## config.mk

```make
export PLATFORM = sky130hd
export DESIGN_NAME = sfp_flash_cmd
export DESIGN_NICKNAME = d
export VERILOG_FILES = /design/src/hw/sfp_pkg.sv /design/src/hw/sfp_pin_if.sv /design/src/hw/sfp_pin_sync.sv /design/src/hw/sfp_flash_cmd.sv
export SDC_FILE = /design/constraint.sdc
export NUM_CORES = 1
export LEC_CHECK = 0
export BUFFER_PORTS_ARGS = -buffer_cell sky130_fd_sc_hd__buf_2
export CAP_MARGIN = 20
export CORE_ASPECT_RATIO = 0.7
export CORE_MARGIN = 10
export CORE_UTILIZATION = 38
export CTS_CLUSTER_DIAMETER = 80
export DETAILED_ROUTE_END_ITERATION = 7
export GPL_TIMING_DRIVEN = 0
export MAX_ROUTING_LAYER = met4
export SLEW_MARGIN = 10
export SYNTH_ARGS = -nofsm -noshare
export SYNTH_HDL_FRONTEND = slang
export SYNTH_SLANG_ARGS = --single-unit
```

## constraint.sdc

```tcl
create_clock -name CORE_CLK -period 2.6 [get_ports CORE_CLK]
set_input_delay 0.13 -clock CORE_CLK [delete_from_list [all_inputs] [get_ports CORE_CLK]]
set_output_delay 0.13 -clock CORE_CLK [all_outputs]
set_load 0.005 [all_outputs]
```

## src/hw/sfp_pkg.sv

```systemverilog
// sfp_pkg: opcodes, status byte layout, frame counts and state type
// assumes a 100 MHz core clock and a serial link sampled by it
package sfp_pkg;

	// core clock period
	localparam int CLK_PERIOD_NS = 10;

	// command opcodes
	localparam logic [7:0] OP_ERASE_ALL_A = 8'h60;
	localparam logic [7:0] OP_ERASE_ALL_B = 8'hC7;
	localparam logic [7:0] OP_WRITE_EN = 8'h06;
	localparam logic [7:0] OP_WRITE_DIS = 8'h04;
	localparam logic [7:0] OP_PROTECT = 8'h36;
	localparam logic [7:0] OP_UNPROTECT = 8'h39;
	localparam logic [7:0] OP_READ_STATUS = 8'h05;

	// frame bit counts: opcode, opcode plus address, plus one data byte
	localparam logic [5:0] OPCODE_BITS = 6'h08;
	localparam logic [5:0] ADDR_END_BITS = 6'h20;
	localparam logic [5:0] DATA_END_BITS = 6'h28;
	localparam logic [5:0] WRSR_END_BITS = 6'h10; // status write: opcode plus its one data byte

	// status byte bit positions
	localparam int STAT_BUSY = 0;
	localparam int STAT_WEL = 1;
	localparam int STAT_SEQ = 6;
	localparam int STAT_LOCK = 7;

	// reset values
	localparam logic RST_LOCK = 1'b0;
	localparam logic RST_WEL = 1'b0;

	// pin vector layout and its idle level (chip select high)
	localparam int PIN_SCK = 0;
	localparam int PIN_CS_N = 1;
	localparam int PIN_SI = 2;
	localparam int PIN_COUNT = 3;
	localparam logic [2:0] PIN_IDLE = 3'h2;

	// frame states, gray coded
	typedef enum logic [1:0]
	{
		ST_IDLE = 2'h0,
		ST_SHIFT = 2'h1,
		ST_STATUS = 2'h3
	} sfp_state_type;

endpackage : sfp_pkg

```

## src/hw/sfp_pin_if.sv

```systemverilog
// sfp_pin_if: synchronised serial pin events passed to the command logic
// assumes both ends run on the core clock
`timescale 1ns/1ps
interface sfp_pin_if;
	logic sck_rise;
	logic sck_fall;
	logic cs_start;
	logic cs_end;
	logic si_bit;

	// synchroniser side
	modport src
	(
		output sck_rise, sck_fall, cs_start, cs_end, si_bit
	);

	// command logic side
	modport dst
	(
		input sck_rise, sck_fall, cs_start, cs_end, si_bit
	);
endinterface : sfp_pin_if

```

## src/hw/sfp_pin_sync.sv

```systemverilog
// sfp_pin_sync: three-stage synchronisers and edge events for the link pins
// assumes the link clock is at most a quarter of the core clock rate
`timescale 1ns/1ps
module sfp_pin_sync
	import sfp_pkg::*;
(
	// clock and reset
	input wire logic clk,
	input wire logic arst_n,
	// raw pins
	input wire logic sck,
	input wire logic cs_n,
	input wire logic si,
	// events
	sfp_pin_if.src pins
);

	logic [PIN_COUNT-1:0] raw;
	logic [PIN_COUNT-1:0] s1_reg;
	logic [PIN_COUNT-1:0] s2_reg;
	logic [PIN_COUNT-1:0] s3_reg;
	logic [PIN_COUNT-1:0] stable_reg;
	logic [PIN_COUNT-1:0] rise_reg;
	logic [PIN_COUNT-1:0] fall_reg;

	assign raw = {si, cs_n, sck};

	// one chain per pin; a change counts only once stages two and three agree
	genvar gi;
	generate
		for (gi = 0; gi < PIN_COUNT; gi++)
		begin : g_pin
			always_ff @(posedge clk or negedge arst_n)
			begin
				if (!arst_n)
				begin
					s1_reg[gi] <= PIN_IDLE[gi];
					s2_reg[gi] <= PIN_IDLE[gi];
					s3_reg[gi] <= PIN_IDLE[gi];
					stable_reg[gi] <= PIN_IDLE[gi];
					rise_reg[gi] <= 1'b0;
					fall_reg[gi] <= 1'b0;
				end
				else
				begin
					s1_reg[gi] <= raw[gi];
					s2_reg[gi] <= s1_reg[gi];
					s3_reg[gi] <= s2_reg[gi];
					if (s2_reg[gi] == s3_reg[gi])
						stable_reg[gi] <= s3_reg[gi];
					rise_reg[gi] <= (s2_reg[gi] == s3_reg[gi]) && s3_reg[gi] && !stable_reg[gi];
					fall_reg[gi] <= (s2_reg[gi] == s3_reg[gi]) && !s3_reg[gi] && stable_reg[gi];
				end
			end
		end
	endgenerate

	// events line up with the filtered level
	assign pins.sck_rise = rise_reg[PIN_SCK];
	assign pins.sck_fall = fall_reg[PIN_SCK];
	assign pins.cs_start = fall_reg[PIN_CS_N];
	assign pins.cs_end = rise_reg[PIN_CS_N];
	assign pins.si_bit = stable_reg[PIN_SI];

endmodule : sfp_pin_sync

```

## src/hw/sfp_flash_cmd.sv

```systemverilog
// sfp_flash_cmd: serial flash command logic for whole-array erase,
// write-enable latch handling, sector protection and status read
// assumes the link pins are asynchronous and the link clock runs slowly enough
// to be sampled by the core clock; the erase engine acts on ERASE_START
//
// Operation
// - Opcodes 60h and C7h both mean whole-array erase, treated alike.
// - Whole-array erase starts only if the write-enable latch was already set.
// - Erase takes no address, ignores trailing bytes, starts at chip-select release.
// - Chip-select released before eight opcode bits means no erase.
// - Any protected sector blocks erase, clears the latch, returns to idle.
// - Busy reads back during erase; latch is cleared before erase ends.
// - Erase, protect, unprotect and status write need the latch set.
// - Opcode 06h sets the latch at chip-select release, trailing bytes ignored.
// - Incomplete enable or disable opcode leaves the latch unchanged.
// - Opcode 04h clears the latch at chip-select release, trailing bytes ignored.
// - The disable command also ends sequential byte program mode.
// - One protection bit per sector, all set after reset.
// - Clear bit allows program and erase, set bit blocks both.
// - 36h plus three address bytes protects the sector and clears the latch.
// - 39h plus three address bytes unprotects the sector and clears the latch.
// - Sector chosen from the full 24-bit address, any address within it.
// - Short address aborts, keeps protection, clears the latch.
// - With the lock flag set protect and unprotect are ignored, latch cleared.
// - Opcode 05h streams the status byte msb first, refreshed each byte.
// - Lock flag is status bit 7, writable, zero after reset.
`timescale 1ns/1ps
module sfp_flash_cmd
	import sfp_pkg::*;
#(
	parameter int NUM_SECTORS = 8,
	parameter int SECTOR_SHIFT = 16,
	parameter int ERASE_TIME_NS = 200000,
	parameter logic [7:0] WRSR_OPCODE = 8'h01
)
(
	// clock and reset
	input wire logic CORE_CLK,
	input wire logic ARST_N,
	// serial link pins
	input wire logic SCK,
	input wire logic CS_N,
	input wire logic SI,
	output logic SO,
	output logic SO_OE,
	// sequential program mode
	input wire logic SEQ_MODE,
	output logic SEQ_EXIT,
	// status and array control
	output logic WRITE_ENABLE_LATCH,
	output logic PROTECT_REGS_LOCK_FLAG,
	output logic BUSY,
	output logic ERASE_START,
	output logic [NUM_SECTORS-1:0] SECTOR_PROTECT
);

	// erase time rounded up to whole core cycles, never below one
	localparam int ERASE_RAW = (ERASE_TIME_NS + CLK_PERIOD_NS - 1) / CLK_PERIOD_NS;
	localparam int ERASE_CYCLES = (ERASE_RAW < 1) ? 1 : ERASE_RAW;
	localparam int CNT_W = $clog2(ERASE_CYCLES + 1);
	localparam int SIDX_W = (NUM_SECTORS > 1) ? $clog2(NUM_SECTORS) : 1;

	sfp_pin_if pins();

	sfp_state_type state_reg;
	logic [31:0] shift_reg;
	logic [5:0] bits_reg;
	logic [7:0] opcode_reg;
	logic [23:0] addr_reg;
	logic [7:0] data_reg;
	logic [2:0] out_idx_reg;
	logic [7:0] snap_reg;
	logic so_reg;
	logic so_oe_reg;
	logic wel_reg;
	logic wel_next;
	logic lock_reg;
	logic lock_next;
	logic [NUM_SECTORS-1:0] prot_reg;
	logic [NUM_SECTORS-1:0] prot_next;
	logic busy_reg;
	logic [CNT_W-1:0] erase_cnt_reg;
	logic erase_start_reg;
	logic start_erase;
	logic seq_exit_reg;
	logic seq_exit_next;
	logic frame_end;
	logic op_full;
	logic addr_full;
	logic data_full;
	logic is_erase;
	logic any_prot;
	logic [7:0] status_now;
	logic [31:0] shift_in;

	sfp_pin_sync u_sync
	(
		.clk(CORE_CLK),
		.arst_n(ARST_N),
		.sck(SCK),
		.cs_n(CS_N),
		.si(SI),
		.pins(pins)
	);

	// sector index from the whole address; addresses past the map fold to the top sector
	function automatic logic [SIDX_W-1:0] sector_of(input logic [23:0] addr);
		logic [23:0] idx;
		idx = addr >> SECTOR_SHIFT;
		if (idx >= 24'(NUM_SECTORS))
			sector_of = SIDX_W'(NUM_SECTORS - 1);
		else
			sector_of = idx[SIDX_W-1:0];
	endfunction : sector_of

	// frame decode terms
	assign frame_end = pins.cs_end && (state_reg == ST_SHIFT);
	assign op_full = bits_reg >= OPCODE_BITS;
	assign addr_full = bits_reg >= ADDR_END_BITS;
	assign data_full = bits_reg >= WRSR_END_BITS;
	assign is_erase = (opcode_reg == OP_ERASE_ALL_A) || (opcode_reg == OP_ERASE_ALL_B);
	assign any_prot = |prot_reg;
	assign shift_in = {shift_reg[30:0], pins.si_bit};

	// live status byte; unused bits read zero
	always_comb
	begin
		status_now = 8'h00;
		status_now[STAT_LOCK] = lock_reg;
		status_now[STAT_SEQ] = SEQ_MODE;
		status_now[STAT_WEL] = wel_reg;
		status_now[STAT_BUSY] = busy_reg;
	end

	// frame state: opcode decides between command capture and status streaming
	always_ff @(posedge CORE_CLK or negedge ARST_N)
	begin
		if (!ARST_N)
			state_reg <= ST_IDLE;
		else if (pins.cs_end)
			state_reg <= ST_IDLE;
		else if (pins.cs_start)
			state_reg <= ST_SHIFT;
		else if (state_reg == ST_SHIFT && pins.sck_rise && bits_reg == OPCODE_BITS - 6'h01
			&& shift_in[7:0] == OP_READ_STATUS)
			state_reg <= ST_STATUS;
	end

	// input shifter and saturating bit count; bytes past the data byte are ignored
	always_ff @(posedge CORE_CLK or negedge ARST_N)
	begin
		if (!ARST_N)
		begin
			shift_reg <= 32'h0000_0000;
			bits_reg <= 6'h00;
		end
		else if (pins.cs_start)
		begin
			shift_reg <= 32'h0000_0000;
			bits_reg <= 6'h00;
		end
		else if (state_reg == ST_SHIFT && pins.sck_rise && bits_reg < DATA_END_BITS)
		begin
			shift_reg <= shift_in;
			bits_reg <= bits_reg + 6'h01;
		end
	end

	// field capture at byte boundaries
	always_ff @(posedge CORE_CLK or negedge ARST_N)
	begin
		if (!ARST_N)
		begin
			opcode_reg <= 8'h00;
			addr_reg <= 24'h00_0000;
			data_reg <= 8'h00;
		end
		else if (pins.cs_start)
			opcode_reg <= 8'h00;
		else if (state_reg == ST_SHIFT && pins.sck_rise)
		begin
			if (bits_reg == OPCODE_BITS - 6'h01)
				opcode_reg <= shift_in[7:0];
			if (bits_reg == ADDR_END_BITS - 6'h01)
				addr_reg <= shift_in[23:0];
			if (bits_reg == WRSR_END_BITS - 6'h01)
				data_reg <= shift_in[7:0];
		end
	end

	// command execution at chip-select release; the engine busy blocks all but status read
	always_comb
	begin
		wel_next = wel_reg;
		lock_next = lock_reg;
		prot_next = prot_reg;
		start_erase = 1'b0;
		seq_exit_next = 1'b0;
		if (frame_end && op_full && !busy_reg)
		begin
			if (is_erase)
			begin
				if (any_prot)
					wel_next = 1'b0;
				else if (wel_reg)
				begin
					start_erase = 1'b1;
					wel_next = 1'b0;
				end
			end
			else if (opcode_reg == OP_WRITE_EN)
				wel_next = 1'b1;
			else if (opcode_reg == OP_WRITE_DIS)
			begin
				wel_next = 1'b0;
				seq_exit_next = SEQ_MODE;
			end
			else if (opcode_reg == OP_PROTECT || opcode_reg == OP_UNPROTECT)
			begin
				if (wel_reg)
				begin
					wel_next = 1'b0;
					if (addr_full && !lock_reg)
						prot_next[sector_of(addr_reg)] = (opcode_reg == OP_PROTECT);
				end
			end
			else if (opcode_reg == WRSR_OPCODE)
			begin
				if (wel_reg && data_full)
				begin
					lock_next = data_reg[STAT_LOCK];
					wel_next = 1'b0;
				end
			end
		end
	end

	// latch, lock flag and protection bits; every bit protected after reset
	always_ff @(posedge CORE_CLK or negedge ARST_N)
	begin
		if (!ARST_N)
		begin
			wel_reg <= RST_WEL;
			lock_reg <= RST_LOCK;
			prot_reg <= {NUM_SECTORS{1'b1}};
			seq_exit_reg <= 1'b0;
		end
		else
		begin
			wel_reg <= wel_next;
			lock_reg <= lock_next;
			prot_reg <= prot_next;
			seq_exit_reg <= seq_exit_next;
		end
	end

	// self-timed erase; busy holds for the full erase time
	always_ff @(posedge CORE_CLK or negedge ARST_N)
	begin
		if (!ARST_N)
		begin
			busy_reg <= 1'b0;
			erase_cnt_reg <= '0;
			erase_start_reg <= 1'b0;
		end
		else
		begin
			erase_start_reg <= start_erase;
			if (start_erase)
			begin
				busy_reg <= 1'b1;
				erase_cnt_reg <= CNT_W'(ERASE_CYCLES - 1);
			end
			else if (busy_reg)
			begin
				if (erase_cnt_reg == '0)
					busy_reg <= 1'b0;
				else
					erase_cnt_reg <= erase_cnt_reg - 1'b1;
			end
		end
	end

	// status stream on falling serial clock; snapshot per byte keeps a byte coherent
	always_ff @(posedge CORE_CLK or negedge ARST_N)
	begin
		if (!ARST_N)
		begin
			so_reg <= 1'b0;
			so_oe_reg <= 1'b0;
			out_idx_reg <= 3'h0;
			snap_reg <= 8'h00;
		end
		else if (state_reg != ST_STATUS || pins.cs_end)
		begin
			so_oe_reg <= 1'b0;
			out_idx_reg <= 3'h0;
		end
		else if (pins.sck_fall)
		begin
			so_oe_reg <= 1'b1;
			out_idx_reg <= out_idx_reg + 3'h1;
			if (out_idx_reg == 3'h0)
			begin
				snap_reg <= status_now;
				so_reg <= status_now[7];
			end
			else
				so_reg <= snap_reg[3'h7 - out_idx_reg];
		end
	end

	// outputs straight from flops
	assign SO = so_reg;
	assign SO_OE = so_oe_reg;
	assign SEQ_EXIT = seq_exit_reg;
	assign WRITE_ENABLE_LATCH = wel_reg;
	assign PROTECT_REGS_LOCK_FLAG = lock_reg;
	assign BUSY = busy_reg;
	assign ERASE_START = erase_start_reg;
	assign SECTOR_PROTECT = prot_reg;
endmodule : sfp_flash_cmd

```

==> summary.txt, run 1 <==
Run status
  – Status: finished clean

Routing
  – Iter 0 DRT Violations: 159
  – Final wirelength: 9160 um
  – DR pass1 iterations: 4
  – Vias per cell: roughly 5.3
  – DRC: 0
  – Antenna Violating Nets Remaining: 0
  – WL per Instance: between 10 and 15 um
  – DR vias: between 3000 and 4000

Setup path
  – Worst endpoint data arrival time: 2290 ps
  – Worst path required time: about 2900 ps
  – CP top delay family: simple AND/OR/NAND/NOR gates
  – CP Buf/Inv Count: 0
  – Setup CP Type: reg2reg
  – CP endpoint kind: flop
  – Critical path's slowest cell: or4_4
  – Startpoint class of the critical path: flop
  – Worst stage delay on the critical path: roughly 570 ps
  – Cell-by-cell trace of the critical path: or4_4 > or4b_4 > nor3_2 > mux2_1
  – Crit-path max FO: 5

Placed design
  – Dpl hpwl: about 6600 um
  – GP Congestion: 0.781
  – Placed instance count: between 600 and 700
  – Input/output buffers: 20
  – Post-DP Area: ~5000 um^2
  – DP Worst Slack: between 500 and 600 ps

Timing
  – Max-slew violations: 0
  – Clk_skew: ~7.9 ps
  – Normalized max-slew margin: about 61%
  – Fin crit period: just over 2000 ps
  – Setup tns final: 0 ps
  – Worst Max-Slew Pin Slew: between 500 and 600 ps
  – Final period util: between 70% and 80%
  – RSZ-0062 raised after global routing: no
  – Final setup violation count: 0
  – Final Hold Vio Count: 0
  – Max Fclk: between 400 and 500 MHz
  – Setup ws final: between 500 and 600 ps

Floorplanning
  – Die area: approximately 17000 um^2
  – # rows: 33
  – Core ar.: 11800 um^2
  – Chip width: about 150 um
  – I/O Pins: 21
  – Starting Density: approximately two fifths
  – Die Y: ~110 um

Pwr
  – Final Power: 3.23 mW
  – Worst ir drop on vdd: roughly 0.36 mV
  – Switch share: 22.2%
  – Reg power frac: around half
  – Leakage power: between 2 and 2.5 nW
  – Clock share of power: approximately 44%
  – Combinational power share: between 4 and 5%
  – Pwr per Cell Area: between 600 and 700 nW/um^2
  – Power Internal: 2.51 mW
  – Switching pwr: roughly 0.7 mW

Yosys
  – Main flop type after synthesis: dfrtp_1
  – EDFF count, synth: 0
  – Post-synthesis register bit count: between 100 and 150
  – Sequential area share after synthesis: roughly 55%
  – Cell taking the most area after synthesis: dfrtp_1
  – Synthesized area: roughly 4600 um^2
  – Syn_area_per_cell: ~11 um^2
  – Ranking of synthesized cells by area: dfrtp_1, dfstp_2, nand2_1
  – Count of cell types in the netlist: 61
  – Yosys top cell area share: between 40% and 50%
  – FFs w/ async S/R, synth: between 90% and 100%
  – Net Count, Synth: 439
  – Synthesis Warnings: 0
  – Synth Instances: about 420

CTS
  – Worst-path clk slew: approximately 70 ps
  – CTS Buf Count: 9
  – Post-CTS Setup Repair Bufs: 0
  – Clk_lat worst skew: between 300 and 400 ps
  – H-tree depth: 3
  – Clk buf depth: 2
  – Sink Count: between 100 and 150
  – TritonCTS clock tree: yes
  – Root Buffer: clkbuf_16

Cells and area
  – Synthesis-to-layout area growth: 14.9%
  – Layout cells sized above 1: ~20%
  – Design area: 5330 um^2
  – # diodes: 0
  – FILL cells: ~1100
  – Non-filler cells, final: 622
  – Most common cell after layout, fill and taps aside: dfrtp_1
  – Max reg flops: 23
  – Fin nets: roughly 480
  – Commonest cells after routing, fill and taps aside: dfrtp_1, nand2_1, a21oi_1, nor2_1, buf_2

GRT
  – First-pass GRT wire length: 16100 um
  – Grt met2 use: approximately 15%
  – Number of global-route vias before repair: between 3000 and 4000
  – GRT Max-Usage Layer: met1
  – Tot GR Track Use: roughly 11%
  – Largest net degree at the start of global routing: 61
  – Initial antenna violation count: 0
  – Met3 Use GR: between 2 and 3%
  – Total gr overflow: 0
  – Grt met1 use: ~17%

Flow run
  – Max-Cap Viols: 0

Hold path
  – Worst hold path type: in2reg
what timing repair did:
item / in CTS / in global routing
hold buffers: 4 / 0
resized for setup: 0 / 0
endpoints found under the hold margin: 40 / 0
power by group through the flow:
| stage | Sequential, mW | Clock (mW) | Combinational (mW) |
|---|---|---|---|
| 3_3_place_gp | 1.68 | 0 | 0.126 |
| 6_report | 1.66 | 1.44 | 0.135 |
| 2_1_floorplan | 1.67 | 0 | 0.0747 |
| 4_1_cts | 1.66 | 1.48 | 0.141 |
| 5_1_grt | 1.66 | 1.55 | 0.160 |
| 3_5_place_dp | 1.69 | 0 | 0.136 |
final timing paths:
check | cells after the start | endpoint | slack (ps) | start
setup / recovery | 4 | SECTOR_PROTECT[3]$_DFFE_PN1P_ | 580 | addr_reg[23]$_DFFE_PN0P_
max in group asynchronous | 3 | SECTOR_PROTECT[6]$_DFFE_PN1P_ | 1570 | ARST_N
hold / removal | 2 | snap_reg[6]$_DFFE_PN0P_ | 50 | SEQ_MODE
setup reg to reg | 4 | SECTOR_PROTECT[3]$_DFFE_PN1P_ | 580 | addr_reg[23]$_DFFE_PN0P_
min in group asynchronous | 2 | erase_cnt_reg[8]$_DFFE_PN0P_ | 310 | ARST_N
hold reg to reg | 0 | u_sync.s2_reg[0]$_DFF_PN0_ | 350 | u_sync.s1_reg[0]$_DFF_PN0_
per-stage QoR:
step | hold WS [ps] | util, %
2_1_floorplan | -166 | -
6_report | 46.3 | 45.1
3_3_place_gp | 237 | 41.7
5_1_grt | 52.1 | 45.1
4_1_cts | 41.7 | 45.1
3_5_place_dp | 163 | 42.0
per-layer routing:
metal | vias up | part of all wire (%)
met5 | - | 0
met4 | 0 | 0.98
met3 | 8 | 4.2
met2 | 57 | 42
met1 | 1615 | 53
li1 | 1592 | -
synth_stat cells (all sizes together) (5+ instances only):
library cell   n
dfstp         12
or4b           5
o31ai          5
mux2i         12
clkbuf         9
ha             9
dfrtp         89
nor3b          5
nand3          7
a21oi         32
buf            6
nor3          13
nand2         64
nor4           8
xnor2          6
or4            7
nor2          28
mux2          21
o21ai         14
inv           14
logic make-up (layout without fill, tap and decap cells):
family          after synthesis  count (layout)  share of synthesized area (%)
compound gates               69              69                           9.59
xor+xnor                      9               9                           1.70
fa+ha+maj                    10              10                           2.65
buf+inv                      29              70                           2.48
flops                       101             101                           54.9
mux                          33              33                           7.70
simple gates                173             173                           21.0
worst reg2reg max path: stages, from the launching register on:
cell and delay (ps):
dfrtp_1 400, or4_4 570, or4b_4 510, nor3_2 130
mux2_1 340
final cells by class:
| type | count | area, um^2 | area share (%) |
|---|---|---|---|
| inverter | 14 | 52.6 | 0.987 |
| clock buffer | 9 | 225 | 4.23 |
| timing repair buffer | 25 | 170 | 3.20 |
| buffer | 15 | 62.6 | 1.17 |
| sequential | 101 | 2540 | 47.7 |
| tap | 157 | 196 | 3.69 |
| multi-input combinational | 294 | 1980 | 37.1 |
| clock inverter | 7 | 100 | 1.88 |
Note: power is estimated with default switching activity, not from simulation.
==> inputs of run 2 (changes only) <==
- clock period: 2.6 -> 1.7 ns (I/O delays scaled with it)
==> summary.txt, run 2 (same netlist as run 1, synthesis figures left out) <==
Run status
  – Status: finished, violations left
  – Failing checks: setup timing

CTS
  – TritonCTS clock tree: yes
  – CTS Buf Count: 9 (unchanged)
  – Root Buffer: clkbuf_16
  – Clk_lat worst skew: 350 ps (about the same)
  – Sink Count: 101 (unchanged)
  – Worst-path clk slew: 70 ps (about the same)
  – H-tree depth: 3 (unchanged)
  – Clk buf depth: 2 (unchanged)

Routing
  – Total length of routed met3 wires: 371 um (-3.9%)
  – DRC: 0 (unchanged)
  – DR vias: 3562 (+8.9%)
  – Final wirelength: 10900 um (+19%)
  – DR pass1 iterations: 4 (unchanged)
  – WL met1: 5460 um (+12%)
  – Antenna Violating Nets Remaining: 0 (unchanged)
  – Met2 wire length: 4940 um (+29%)
  – WL per Instance: 16.4 um (+12%)
  – Vias per cell: 5.38 (+2.3%)
  – Iter 0 DRT Violations: 219 (+38%)
  – Top routing layer used: met4

Setup path
  – Setup CP Type: reg2reg
  – Crit-path max FO: 4 (-1)
  – Worst endpoint data arrival time: 2290 ps (about the same)
  – Startpoint class of the critical path: flop
  – Worst path required time: 1980 ps (-880 ps)
  – CP endpoint kind: flop

Timing
  – Final Hold Vio Count: 0 (unchanged)
  – Final setup violation count: 34 (+34)
  – Worst hold slack: 8.70 ps (-37.6 ps)
  – Worst Max-Slew Pin Slew: 521 ps (-65.4 ps)
  – Fin crit period: 2010 ps (-10.8 ps)
  – Max Fclk: 497 MHz (+0.54%)
  – Setup ws final: -311 ps (-889 ps)
  – Max-slew violations: 0 (unchanged)
  – RSZ-0062 raised after global routing: yes
  – Normalized max-slew margin: 65.2% (+4.4 points)
  – Final period util: 118% (+41 points)
  – Clk_skew: 7.66 ps (-0.234 ps)

GRT
  – Total gr overflow: 0 (unchanged)
  – Number of global-route vias before repair: 3298 (+5.6%)
  – First-pass GRT wire length: 17200 um (+6.5%)
  – Tot GR Track Use: 12.3% (+0.84 points)
  – Largest net degree at the start of global routing: 64 (+4.9%)
  – Initial antenna violation count: 0 (unchanged)

Floorplanning
  – Die area: 17100 um^2 (unchanged)
  – Core ar.: 11800 um^2 (unchanged)
  – Starting Density: 39.2% (unchanged)
  – Die Y: 112 um (unchanged)
  – # rows: 33 (unchanged)
  – I/O Pins: 21 (unchanged)
  – Chip width: 152 um (unchanged)

Pwr
  – Switch share: 23.6% (+1.4 points)
  – Final Power: 4.97 mW (+54%)
  – Leakage power: 2.70 nW (+14%)
  – Reg power frac: 51.0% (-0.4 points)
  – Pwr per Cell Area: 818 nW/um^2 (+35%)
  – Switching pwr: 1.17 mW (+63%)
  – Combinational power share: 5.6% (+1.4 points)
  – Clock share of power: 43.4% (-1.0 points)
  – Power Internal: 3.80 mW (+51%)
  – Worst ir drop on vdd: 0.594 mV (+67%)

Placed design
  – GP Congestion: 0.820 (+4.9%)
  – Input/output buffers: 20 (unchanged)
  – Placed instance count: 602 (unchanged)
  – Dpl hpwl: 6620 um (+0.23%)
  – DP Worst Slack: -305 ps (-878 ps)

Cells and area
  – # diodes: 0 (unchanged)
  – Synthesis-to-layout area growth: 31.1%
  – Non-filler cells, final: 662 (+6.4%)
  – Commonest cells after routing, fill and taps aside: dfrtp_1, nand2_1, buf_4, a21oi_1, nor2_1
  – Fin nets: 515 (+8.4%)
  – Final Util: 51.4% (+6.3 points)
  – Layout cells sized above 1: 39.8% (+20 points)
  – Most common cell after layout, fill and taps aside: dfrtp_1
  – Max reg flops: 23 (unchanged)

Hold path
  – Worst hold path type: in2reg

Flow run
  – Max-Cap Viols: 0 (unchanged)
==> run 2: metal layers <==
metal	vias up	global-route usage, %
met4	0	3.01
met5	-	-
met3	10	3.09
met2	69	17.0
li1	1669	-
met1	1814	17.3
==> run 2: final cells by class <==
class,instances,area (um^2)
buffer,12,85.1
clock buffer,10,239
clock inverter,6,76.3
fill,1061,5740
inverter,14,60.1
multi-input combinational,294,2350
sequential,101,2560
tap,157,196
timing repair buffer,68,508
==> run 2: power by group through the flow <==
stage / Clock (mW) / Combinational, mW / Sequential, mW
final: 2.16 / 0.279 / 2.53
after floorplan: 0 / 0.114 / 2.56
after CTS: 2.21 / 0.264 / 2.53
after global routing: 2.31 / 0.317 / 2.54
after global placement: 0 / 0.190 / 2.58
after detailed placement: 0 / 0.207 / 2.58
==> run 2: timing repair <==
action                                  CTS  global route
pin swaps                                12            16
endpoints found under the hold margin    33             0
resized for setup                        50            56
buffers inserted                         24            17
endpoints found under the setup margin   66            64
hold buffers                              4             0
gates cloned                              2             0
==> run 2: final timing paths <==
kind / startpoint / to / slack (ps) / cells past startpoint
setup / recovery: addr_reg[23]$_DFFE_PN0P_ / SECTOR_PROTECT[3]$_DFFE_PN1P_ / -310 / 4
hold / removal: SEQ_MODE / snap_reg[6]$_DFFE_PN0P_ / 9 / 2
setup reg to reg: addr_reg[23]$_DFFE_PN0P_ / SECTOR_PROTECT[3]$_DFFE_PN1P_ / -310 / 4
hold reg to reg: u_sync.s1_reg[0]$_DFF_PN0_ / u_sync.s2_reg[0]$_DFF_PN0_ / 350 / 0
max in group asynchronous: ARST_N / u_sync.stable_reg[1]$_DFFE_PN1N_ / 730 / 3
min in group asynchronous: ARST_N / erase_cnt_reg[14]$_DFFE_PN0P_ / 250 / 2
==> run 2: worst max-delay path: stages, from the launching register on <==
cell,delay (ps)
dfrtp_1,380
or4_4,560
or4b_4,540
nor3_4,140
mux2_4,310
==> run 2: per-stage QoR <==
stage          setup TNS, ps  instance area, um^2
3_5_place_dp          -11990                 4980
3_3_place_gp          -57030                 4950
5_1_grt                -5370                 6070
4_1_cts                -2310                 5720
2_1_floorplan           -910                 4660
6_report               -3010                 6070
